--- config.mk ---
export PLATFORM = sky130hd
export DESIGN_NAME = sts_target_seq
export DESIGN_NICKNAME = d
export VERILOG_FILES = /design/src/sts_pkg.sv /design/src/sts_bus_sync.sv /design/src/sts_target_seq.sv
export VERILOG_INCLUDE_DIRS = /design/src /design/src/src
export SDC_FILE = /design/constraint.sdc
export NUM_CORES = 1
export LEC_CHECK = 0
export ABC_CLOCK_PERIOD_IN_PS = 6500
export BUFFER_PORTS_ARGS = -buffer_cell sky130_fd_sc_hd__buf_2
export CORE_UTILIZATION = 39
export CTS_CLUSTER_DIAMETER = 40
export DETAILED_ROUTE_END_ITERATION = 8
export PLACE_DENSITY_LB_ADDON = 0.08
export SETUP_SLACK_MARGIN = 0.02
export SLEW_MARGIN = 15
export SYNTH_ARGS = -nofsm -noshare
export SYNTH_HDL_FRONTEND = slang
export SYNTH_SLANG_ARGS = --single-unit
--- constraint.sdc ---
create_clock -name ref_clk -period 6.5 [get_ports ref_clk]
set_clock_uncertainty 0.2 [all_clocks]
set_input_delay 0 -clock ref_clk [delete_from_list [all_inputs] [get_ports ref_clk]]
set_output_delay 0 -clock ref_clk [all_outputs]
set_load 0.005 [all_outputs]
--- src/sts_defines.svh ---
`ifndef STS_DEFINES_SVH
`define STS_DEFINES_SVH

// ----------------------------------------------------------------
// Timing
// ----------------------------------------------------------------
`define STS_CLK_PERIOD_NS   50
`define STS_POR_MS          110
`define STS_POR_CYCLES      ((`STS_POR_MS * 1000000) / `STS_CLK_PERIOD_NS)
`define STS_SETUP_NS        125
`define STS_SETUP_CYCLES    \
  ((`STS_SETUP_NS + `STS_CLK_PERIOD_NS - 1) / `STS_CLK_PERIOD_NS)

// ----------------------------------------------------------------
// Phase encodings {ioLine, cdLine, msgLine}
// ----------------------------------------------------------------
`define STS_PH_CMD          3'b101
`define STS_PH_DATA_IN      3'b111
`define STS_PH_DATA_OUT     3'b011
`define STS_PH_STATUS       3'b001
`define STS_PH_MESSAGE      3'b000
`define STS_PH_IDLE         3'b111

// ----------------------------------------------------------------
// Command block
// ----------------------------------------------------------------
`define STS_CMD_BYTES       6
`define STS_DEF_ADDR        8'hFE
`define STS_MSG_BYTE        8'h00
`define STS_LUN_MAX         3'h1

`endif

--- src/sts_pkg.sv ---
package sts_pkg;

  typedef enum logic [2:0] {
    ST_FREE,
    ST_SELECT,
    ST_SETUP,
    ST_REQ,
    ST_WAIT_ACK_HI,
    ST_RELEASE
  } sts_state_t;

  typedef enum logic [2:0] {
    PH_CMD,
    PH_DATA_IN,
    PH_DATA_OUT,
    PH_STATUS,
    PH_MESSAGE
  } sts_phase_t;

  // Decoded command block
  typedef struct packed {
    logic [7:0]  opcode;
    logic [2:0]  lun;
    logic [20:0] sector;
    logic [7:0]  count;
    logic [7:0]  control;
  } sts_cmd_t;

  // Back-end job request after the command block
  typedef struct packed {
    logic        toHost;
    logic [9:0]  blockLen;
    logic [7:0]  blockNum;
  } sts_job_t;

endpackage : sts_pkg

--- src/sts_bus_sync.sv ---
`timescale 1ns/1ns
module sts_bus_sync (
  // Clock and reset
  input  wire logic        ref_clk,
  input  wire logic        rst_b,
  // Raw pins
  input  wire logic [11:0] rawIn,
  // Synchronised
  output logic [11:0]      syncOut
);
  logic [11:0] stage1_ff;
  logic [11:0] stage2_ff;

  // Two flops; bus idles high so reset to ones
  always_ff @(posedge ref_clk or negedge rst_b) begin
    if (!rst_b) begin
      stage1_ff <= 12'hFFF;
      stage2_ff <= 12'hFFF;
    end else begin
      stage1_ff <= rawIn;
      stage2_ff <= stage1_ff;
    end
  end

  assign syncOut = stage2_ff;
endmodule : sts_bus_sync

--- src/sts_target_seq.sv ---
`timescale 1ns/1ns
`include "sts_defines.svh"

// Function
// - Bus reset restores power-on state, 110 ms
// - Reset anytime, then bus free
// - Bus free leaves all control lines high
// - Address plus SEL low, target answers BUSY
// - Answer only own one-low address
// - Set phase lines before each transfer
// - Command six bytes, status, message encodings
// - Data from host lengths 3..516
// - Data to host lengths 1..516
// - Four-step REQ/ACK interlock per byte
// - Data stable 125 ns before REQ low
// - Byte valid at REQ rising edge
// - Status byte reports error and drive
// - Message byte is all zeros
// - BUSY rising ends the transaction
// - Select, command, data, status, message, release
// - All data blocks same direction, size
// - Command byte layout of six bytes
// - Byte 0 first, opcode per command
// - I/O low means toward host
// - Unit in upper three bits, 0 or 1
// - Sector address 21 bits from bytes 1-3
module sts_target_seq #(
  parameter int unsigned PorCycles = `STS_POR_CYCLES
) (
  // Clock and reset
  input  wire logic            ref_clk,
  input  wire logic            rst_b,
  // Host bus pins, active low
  input  wire logic [7:0]      busDataIn,
  output logic [7:0]           busDataOut,
  output logic                 busDataOe_b,
  input  wire logic            busSel_b,
  input  wire logic            busAck_b,
  input  wire logic            busRst_b,
  output logic                 busBusy_b,
  output logic                 busReq_b,
  output logic                 busCd_b,
  output logic                 busMsg_b,
  output logic                 busIo_b,
  // Configuration
  input  wire logic [7:0]      ownAddr,
  // Back end
  output sts_pkg::sts_cmd_t    cmdOut,
  output logic                 cmdValid,
  input  wire sts_pkg::sts_job_t jobIn,
  input  wire logic            jobValid,
  input  wire logic [7:0]      txByte,
  output logic [7:0]           rxByte,
  output logic                 byteStrobe,
  input  wire logic            statusError,
  input  wire logic            statusDrive,
  output logic                 portReady
);
  import sts_pkg::*;

  // ----------------------------------------------------------------
  // State
  // ----------------------------------------------------------------
  typedef struct packed {
    sts_state_t  st;
    sts_phase_t  ph;
    logic [21:0] porCnt;
    logic [2:0]  setupCnt;
    logic [9:0]  byteCnt;
    logic [9:0]  blockLen;
    logic [7:0]  blocksLeft;
    logic        toHost;
    logic [47:0] cmdBuf;
    logic [7:0]  dOut;
    logic        dOe_b;
    logic        busy_b;
    logic        req_b;
    logic [2:0]  lines;
    logic        cmdV;
    logic [7:0]  rx;
    logic        strobe;
    logic        ready;
    logic        lunBad;
  } sts_regs_t;

  sts_regs_t   r_ff;
  sts_regs_t   nxt_r;
  logic [11:0] syncBus;
  logic [7:0]  dSync;
  logic        selS_b;
  logic        ackS_b;
  logic        rstS_b;
  logic        addrHit;

  // Bus inputs come from the host, not our clock
  sts_bus_sync u_sync (
    .ref_clk (ref_clk),
    .rst_b   (rst_b),
    .rawIn   ({1'b1, busRst_b, busAck_b, busSel_b, busDataIn}),
    .syncOut (syncBus)
  );

  assign dSync  = syncBus[7:0];
  assign selS_b = syncBus[8];
  assign ackS_b = syncBus[9];
  assign rstS_b = syncBus[10];

  // Exactly one bit low and it matches ours
  always_comb begin
    addrHit = (dSync == ownAddr) && ($countones(~ownAddr) == 1);
  end

  // ----------------------------------------------------------------
  // Next state
  // ----------------------------------------------------------------
  always_comb begin
    nxt_r        = r_ff;
    nxt_r.cmdV   = 1'b0;
    nxt_r.strobe = 1'b0;
    if (!rstS_b || r_ff.porCnt != '0) begin
      // Held in power-on state for the whole window
      nxt_r        = '0;
      nxt_r.st     = ST_FREE;
      nxt_r.ph     = PH_CMD;
      nxt_r.dOe_b  = 1'b1;
      nxt_r.busy_b = 1'b1;
      nxt_r.req_b  = 1'b1;
      nxt_r.lines  = `STS_PH_IDLE;
      nxt_r.porCnt = !rstS_b ? PorCycles[21:0] : r_ff.porCnt - 22'h1;
    end else begin
      unique case (r_ff.st)
        ST_FREE: begin
          nxt_r.ready = 1'b1;
          if (!selS_b && addrHit) begin
            nxt_r.busy_b  = 1'b0;
            nxt_r.ready   = 1'b0;
            nxt_r.st      = ST_SELECT;
          end
        end
        ST_SELECT: begin
          // Wait for SEL release before driving phases
          if (selS_b) begin
            nxt_r.ph       = PH_CMD;
            nxt_r.lines    = `STS_PH_CMD;
            nxt_r.byteCnt  = 10'h0;
            nxt_r.setupCnt = 3'h0;
            nxt_r.st       = ST_SETUP;
          end
        end
        ST_SETUP: begin
          // Data held a full setup window before REQ falls
          if (r_ff.setupCnt >= 3'(`STS_SETUP_CYCLES)) begin
            nxt_r.req_b = 1'b0;
            nxt_r.st    = ST_REQ;
          end else begin
            nxt_r.setupCnt = r_ff.setupCnt + 3'h1;
          end
        end
        ST_REQ: begin
          if (!ackS_b) begin
            // Data and ACK pass the same two-flop sync, so they stay aligned
            nxt_r.rx     = dSync;
            nxt_r.req_b  = 1'b1;
            nxt_r.strobe = 1'b1;
            nxt_r.st     = ST_WAIT_ACK_HI;
            if (r_ff.ph == PH_CMD) begin
              // Byte 0 lands in the top of the buffer
              nxt_r.cmdBuf = {r_ff.cmdBuf[39:0], dSync};
            end
          end
        end
        ST_WAIT_ACK_HI: begin
          if (ackS_b) begin
            nxt_r.byteCnt  = r_ff.byteCnt + 10'h1;
            nxt_r.setupCnt = 3'h0;
            nxt_r.st       = ST_SETUP;
            nxt_r.dOe_b    = 1'b1;
            unique case (r_ff.ph)
              PH_CMD: begin
                if (r_ff.byteCnt == 10'(`STS_CMD_BYTES - 1)) begin
                  nxt_r.cmdV = 1'b1;
                  nxt_r.lunBad = r_ff.cmdBuf[39:37] > `STS_LUN_MAX;
                  nxt_r.st   = ST_RELEASE; // Parked until job
                end
              end
              PH_DATA_IN, PH_DATA_OUT: begin
                if (r_ff.byteCnt == r_ff.blockLen - 10'h1) begin
                  nxt_r.byteCnt    = 10'h0;
                  nxt_r.blocksLeft = r_ff.blocksLeft - 8'h1;
                  if (r_ff.blocksLeft == 8'h1) begin
                    nxt_r.ph    = PH_STATUS;
                    nxt_r.lines = `STS_PH_STATUS;
                    nxt_r.dOut  = {6'h0, statusDrive,
                                   statusError | r_ff.lunBad};
                    nxt_r.dOe_b = 1'b0;
                  end else if (r_ff.toHost) begin
                    nxt_r.dOut  = txByte;
                    nxt_r.dOe_b = 1'b0;
                  end
                end else if (r_ff.toHost) begin
                  nxt_r.dOut  = txByte;
                  nxt_r.dOe_b = 1'b0;
                end
              end
              PH_STATUS: begin
                nxt_r.ph    = PH_MESSAGE;
                nxt_r.lines = `STS_PH_MESSAGE;
                nxt_r.dOut  = `STS_MSG_BYTE;
                nxt_r.dOe_b = 1'b0;
              end
              default: begin
                // Message sent: drop the bus
                nxt_r.lines  = `STS_PH_IDLE;
                nxt_r.busy_b = 1'b1;
                nxt_r.st     = ST_FREE;
              end
            endcase
          end
        end
        ST_RELEASE: begin
          // Back end fixes one direction and size per job
          if (jobValid) begin
            nxt_r.toHost     = jobIn.toHost;
            nxt_r.blockLen   = jobIn.blockLen;
            nxt_r.blocksLeft = jobIn.blockNum;
            nxt_r.byteCnt    = 10'h0;
            nxt_r.setupCnt   = 3'h0;
            nxt_r.st         = ST_SETUP;
            if (jobIn.blockNum == 8'h0 || jobIn.blockLen == 10'h0) begin
              nxt_r.ph    = PH_STATUS;
              nxt_r.lines = `STS_PH_STATUS;
              nxt_r.dOut  = {6'h0, statusDrive,
                             statusError | r_ff.lunBad};
              nxt_r.dOe_b = 1'b0;
            end else if (jobIn.toHost) begin
              nxt_r.ph    = PH_DATA_OUT;
              nxt_r.lines = `STS_PH_DATA_OUT;
              nxt_r.dOut  = txByte;
              nxt_r.dOe_b = 1'b0;
            end else begin
              nxt_r.ph    = PH_DATA_IN;
              nxt_r.lines = `STS_PH_DATA_IN;
            end
          end
        end
        default: nxt_r.st = ST_FREE;
      endcase
    end
  end

  always_ff @(posedge ref_clk or negedge rst_b) begin
    if (!rst_b) begin
      r_ff        <= '0;
      r_ff.st     <= ST_FREE;
      r_ff.ph     <= PH_CMD;
      r_ff.porCnt <= PorCycles[21:0];
      r_ff.dOe_b  <= 1'b1;
      r_ff.busy_b <= 1'b1;
      r_ff.req_b  <= 1'b1;
      r_ff.lines  <= `STS_PH_IDLE;
    end else begin
      r_ff <= nxt_r;
    end
  end

  // ----------------------------------------------------------------
  // Outputs, all straight from flops
  // ----------------------------------------------------------------
  assign busDataOut  = r_ff.dOut;
  assign busDataOe_b = r_ff.dOe_b;
  assign busBusy_b   = r_ff.busy_b;
  assign busReq_b    = r_ff.req_b;
  assign busIo_b     = r_ff.lines[2];
  assign busCd_b     = r_ff.lines[1];
  assign busMsg_b    = r_ff.lines[0];
  assign cmdOut      = '{opcode:  r_ff.cmdBuf[47:40],
                         lun:     r_ff.cmdBuf[39:37],
                         sector:  r_ff.cmdBuf[36:16],
                         count:   r_ff.cmdBuf[15:8],
                         control: r_ff.cmdBuf[7:0]};
  assign cmdValid    = r_ff.cmdV;
  assign rxByte      = r_ff.rx;
  assign byteStrobe  = r_ff.strobe;
  assign portReady   = r_ff.ready;
endmodule : sts_target_seq

## Yosys cells after proc, flatten, opt, wreduce, memory -nomap -nowiden

Index checks and enable logic that the tools add are counted.

| operators by class | value |
|---|---|
| $add $sub $neg | 12 |
| multiply operators | 0 |
| div/mod/pow operators | 0 |
| order comparisons | 2 |
| equal/unequal tests | 29 |
| shifts and indexed selects | 0 |
| mux-type cells | 70 |
| bitwise logic cells | 2 |
| reductions and logical operators | 41 |

Operator list:

| cell | number |
|---|---|
| 48-bit two-way mux | 3 |
| 106-bit two-way mux | 1 |
| 9-bit two-way mux | 8 |
| 3-bit two-way mux | 14 |
| 10-bit two-way mux | 4 |
| 9-bit case mux with 2 select lines | 2 |
| 32-bit two-way mux | 1 |
| 10-bit case mux with 3 select lines | 1 |
| 3-bit case mux with 3 select lines | 3 |
| 13-bit two-way mux | 2 |
| 6-bit two-way mux | 4 |
| 8-bit two-way mux | 3 |
| 3-bit != test (second input constant) | 8 |
| 22-bit two-way mux | 1 |
| 22-bit nonzero test | 1 |
| 22-bit by 1-bit subtractor with 22-bit output (second input constant) | 1 |
| 3-bit case mux with 6 select lines | 1 |
| 8-bit case mux with 2 select lines | 1 |
| 4-bit AND reduction | 4 |
| 2-bit nonzero test | 8 |
| 5-bit AND reduction | 3 |
| 1-bit two-way mux | 14 |
| 7-bit AND reduction | 2 |
| 3-bit by 2-bit equality test with 1-bit output (second input constant) | 4 |
| other kinds (42) | 62 |

| storage, ports and cells | value |
|---|---|
| register bits | 156 |
| bits in latches | 0 |
| RAM bits | 0 |
| ROM bits | 0 |
| input port bits | 51 |
| output and inout bits | 73 |
| logic and storage cells | 177 |
| memories kept | 0 |

## Longest topological paths before layout

| depth | value |
|---|---|
| depth after elaboration | 10 |
| depth in mapped cells | 13 |
| depth with buffers taken out | 13 |

## By module

A second synthesis with hierarchy kept.

| unflattened totals | value |
|---|---|
| cell total of the unflattened synthesis | 874 |
| area, all modules | 8266.7 µm² |

By module, submodules not included:

| module | times used | cells an instance | area each (µm²) | seq. area each (µm²) |
|---|---|---|---|---|
| sts_target_seq | 1 | 850 | 7636.1 | 3369.5 |
| sts_bus_sync | 1 | 24 | 630.6 | 630.6 |

## Least setup slack after synthesis

OpenSTA, ideal clock, no wires.

| timing | value |
|---|---|
| path kind | in2reg |
| start | in ownAddr[0] |
| end | reg r_ff[133] (netlist bit) |
| setup time | 0.078 ns |
| arrival | 3.990 ns |
| data required time | 6.222 ns |
| setup slack | 2.232 ns |
| stages | 13 |
| buffers on the path | 0 |
| cell sequence | fa_1 -> inv_1 -> fa_1 -> fa_1 -> ha_1 -> inv_1 -> fa_1 -> a2111oi_0 -> a21oi_1 -> or4_1 -> a2111oi_0 -> o21ai_0 -> a21oi_1 |

| between the ends | value |
|---|---|
| word-level cells in the longest chain between the ends | 9 |
| elaborated cells between the ends (all ways) | 10 |
| classes of those cells | 3 x add/sub; 3 x eq/ne; 1 x bitwise; 3 x reduce/logical |

Ends and longest elaborated chain:

| what | RTL line | source |
|---|---|---|
| start, declared | sts_target_seq.sv:46 | `input wire logic [7:0] ownAddr,` |
| 8-bit inverter | sts_target_seq.sv:110 | `addrHit = (dSync == ownAddr) && ($countones(~ownAddr) == 1);` |
| 1-bit by 1-bit adder with 2-bit output (not written as such) | sts_target_seq.sv:110 |  |
| 2-bit by 2-bit adder with 3-bit output (not written as such) | sts_target_seq.sv:110 |  |
| 3-bit by 3-bit adder with 4-bit output (not written as such) | sts_target_seq.sv:110 |  |
| 4-bit by 1-bit equality test with 1-bit output | sts_target_seq.sv:110 |  |
| 1-bit logical AND (*) | sts_target_seq.sv:110 |  |
| 1-bit logical AND (*) | sts_target_seq.sv:134 | `if (!selS_b && addrHit) begin` |
| 3-bit != test (no line) (*) | - |  |
| 6-bit AND reduction (no line) (*) | - |  |
| end signal, assigned | sts_target_seq.sv:262 | `r_ff <= nxt_r;` |
| end, declared | sts_target_seq.sv:86 | `sts_regs_t r_ff;` |

Mark *: on every way between the ends. The rest lies on a longest branch, timed or not.
A chain may end at the register's enable or synchronous reset.

## Final worst setup path

Ends and elaborated chain as after synthesis.

==> flow_metrics.py <==
metrics = {
    "finish": {
        "drive_above_1_share": 0.210,
        "final_common_cell": "nand2_1",
        "final_cell_mix": "nand2_1, buf_2, dfrtp_1",
        "seqCellArea_sq_um": 3950,
        "finalNetCount": 1053,
        "final_cell_area_sq_um": 9620,
        "syn_to_final_growth_pct": 19.2,
        "multi_input_area_sq_um": 3380,
        "fillCellCount": 1966,
        "antenna_cells": 0,
    },
    "clocking": {
        "clkTransAtPathRegs_ns": 0.06,
        "post_cts_resized": 0,
        "cts_tree": "built",
        "cts_root_buf": "clkbuf_16",
        "cts_hold_buf": 53,
        "cts_setup_buffers": 0,
        "h-tree-depth": 4,
        "cts_buffers": 17,
        "clockBufferDepth": 2,
        "clock_latency_ns": 0.42,
        "cts_sinks": 156,
    },
    "timing": {
        "hold_viol": 0,
        "finalSetupViolations": 0,
        "period_needed_ns": 4.26,
        "maxSlewViolCount": 0,
        "finalCritPeriodShare": 0.656,
        "tightestPinTransition_ns": 0.912,
        "fmax_mhz": 234,
        "rsz0062_at_grt": "no",
        "slew_headroom": 0.392,
        "setup_tns_ns": 0,
    },
    "power": {
        "switchingPower_w": 0.000513,
        "power_frac_seq": 0.455,
        "p_int_w": 0.00170,
        "leakagePower_nw": 4.26,
        "p_sw_frac": 0.232,
        "max-vdd-ir-drop_mv": 0.146,
        "p_per_area_nw_per_um2": 230,
        "pwr-share-clk": 0.492,
        "power_frac_comb": 0.054,
    },
    "routing": {
        "dr.pass1.iters": 4,
        "vias": 6348,
        "drt.antenna.violating_nets": 0,
        "drtIter0Drc": 373,
        "routed_wl_mm": 19.8,
        "drc": 0,
        "routedWlPerCell_um": 15.6,
        "viasPerCell": 5.00,
    },
    "global_route": {
        "grt_max_degree": 97,
        "grt_overflow": 0,
        "grt_pass1_wl_mm": 33.0,
        "grt_usage": 0.195,
        "grt_pass1_vias": 6230,
        "antenna_found_initial": 0,
    },
    "synth": {
        "ys_ff_latch": 156,
        "ys_seq_area_frac": 0.489,
        "avgSynthCellArea_sq_um": 9.05,
        "synth_edf_count": 0,
        "synth_cell_types": 62,
        "async_flop_share": 1.00,
        "syn-num-nets": 957,
        "synth_ff_type": "dfrtp_1",
        "synthCells": 891,
        "yosys_warnings": 0,
        "syn_area_sq_um": 8070,
    },
    "floorplan": {
        "fp-row-count": 52,
        "start_util": 0.399,
        "die_area_sq_um": 21300,
        "fp.dieW_um": 146,
        "coreArea_sq_um": 20200,
        "die_y_um": 146,
        "pin_count": 124,
    },
    "placed_design": {
        "hpwl_mm": 13.2,
        "place_area_sq_um": 8450,
        "routabilityCongestion": 0.794,
        "io_buffers": 123,
    },
    "critical_path": {
        "path_class": "in2reg",
        "reg2reg_to": "r_ff[98]",
        "reg2reg_slack_ns": 2.50,
        "r2r_start": "r_ff[106]",
        "r2r_cells": 10,
        "arrival_ns": 4.41,
        "crit_fanout": 4,
        "end_kind": "flip-flop",
        "worst_ep_required_time_ns": 6.64,
        "cp-start-kind": "primary input",
    },
    "worst_hold_path": {
        "hp-class": "in2async",
    },
    "outcome": {
        "outcome": "finished clean",
    },
    "job": {
        "cap_violations": 0,
    },
}
[flip-flops by register name, indices dropped and copies added (netlist names)]
register	cells
r_ff	61
byteStrobe	1
busDataOut	8
busReq_b	1
busBusy_b	1
cmdOut	48
busIo_b	1
u_sync.stage1_ff	11
u_sync.syncOut	11
busMsg_b	1
portReady	1
cmdValid	1
busDataOe_b	1
busCd_b	1
rxByte	8
[per-stage QoR]
step	hold WS [ns]	util	total power (W)	worst slack [ns]	cells
after global placement	-0.0951	0.417	0.00112	1.83	1185
final	0.00906	0.475	0.00221	2.24	1270
after detailed placement	-0.0939	0.417	0.00112	1.70	1185
after CTS	0.00291	0.475	0.00225	2.12	1270
after global routing	0.0149	0.475	0.00230	1.73	1270
after floorplan	-0.496	-	0.00107	2.23	891
[layout make-up]
cell class	instances	area share
repair buffers	182	0.124
inverters	31	0.0121
well taps	270	0.0351
multi-input cells	599	0.351
flip-flops and latches	156	0.410
clock buffers	20	0.0487
clock inverters	12	0.0178
[power groups by stage]
stage           logic, W  clock network, W  registers (W)
6_report        0.000119           0.00109        0.00101
4_1_cts         0.000121           0.00112        0.00101
2_1_floorplan  0.0000476                 0        0.00102
3_3_place_gp   0.0000961                 0        0.00102
5_1_grt         0.000137           0.00116        0.00101
3_5_place_dp   0.0000981                 0        0.00102
[synth_stat cells (6+ instances only)]
cell / number / area share
nand2_1: 180 / 0.084
dfrtp_1: 121 / 0.38
o21ai_0: 89 / 0.055
buf_4: 64 / 0.060
nor2_1: 53 / 0.025
a21oi_1: 45 / 0.028
clkbuf_1: 36 / 0.017
dfstp_2: 35 / 0.11
inv_1: 30 / 0.014
xnor2_1: 24 / 0.026
nor3_1: 22 / 0.014
nor4_1: 17 / 0.013
nand3_1: 14 / 0.0087
and3_1: 11 / 0.0085
ha_1: 11 / 0.017
or3_1: 11 / 0.0085
nand4_1: 9 / 0.0070
a31oi_1: 8 / 0.0062
nand2b_1: 7 / 0.0054
a22o_1: 6 / 0.0065
mux2i_1: 6 / 0.0074
nor2b_1: 6 / 0.0047
or4_1: 6 / 0.0056
xor2_1: 6 / 0.0065
[worst max-delay path by stage]
stage,from,slack [ns],end,cells after the start
CTS,ownAddr[0],2.12,r_ff[133],14
global route,ownAddr[0],1.73,r_ff[133],14
detailed placement,ownAddr[0],1.70,r_ff[133],14
global placement,ownAddr[0],1.83,r_ff[133],14
finish,ownAddr[0],2.24,r_ff[133],14
floorplan,ownAddr[0],2.23,r_ff[133],13
[critical path: stages]
cell and delay (ns):
buf_2 0.12, fa_1 0.52, inv_1 0.05, fa_1 0.45
fa_1 0.49, ha_1 0.16, inv_1 0.06, fa_1 0.37
a2111oi_0 0.39, a21oi_1 0.07, or4_1 0.58, a2111oi_1 0.75
o21ai_0 0.21, a21oi_1 0.18
[logic make-up after synthesis]
family | share of synthesized area
flip-flops | 0.489
XOR/XNOR | 0.0326
buffers and inverters | 0.0943
multiplexers | 0.0102
adder cells (fa/ha/maj) | 0.0282
AND/OR/NAND/NOR | 0.205
AO/OA/AOI/OAI | 0.140
[metal layers]
metal	wire, um	global-route usage	vias to the layer above
met5	0	0	-
met4	232	0.0568	0
met3	763	0.0423	16
met2	9320	0.307	113
met1	9510	0.269	3032
li1	-	-	3187
(Power assumes the default switching activity.)
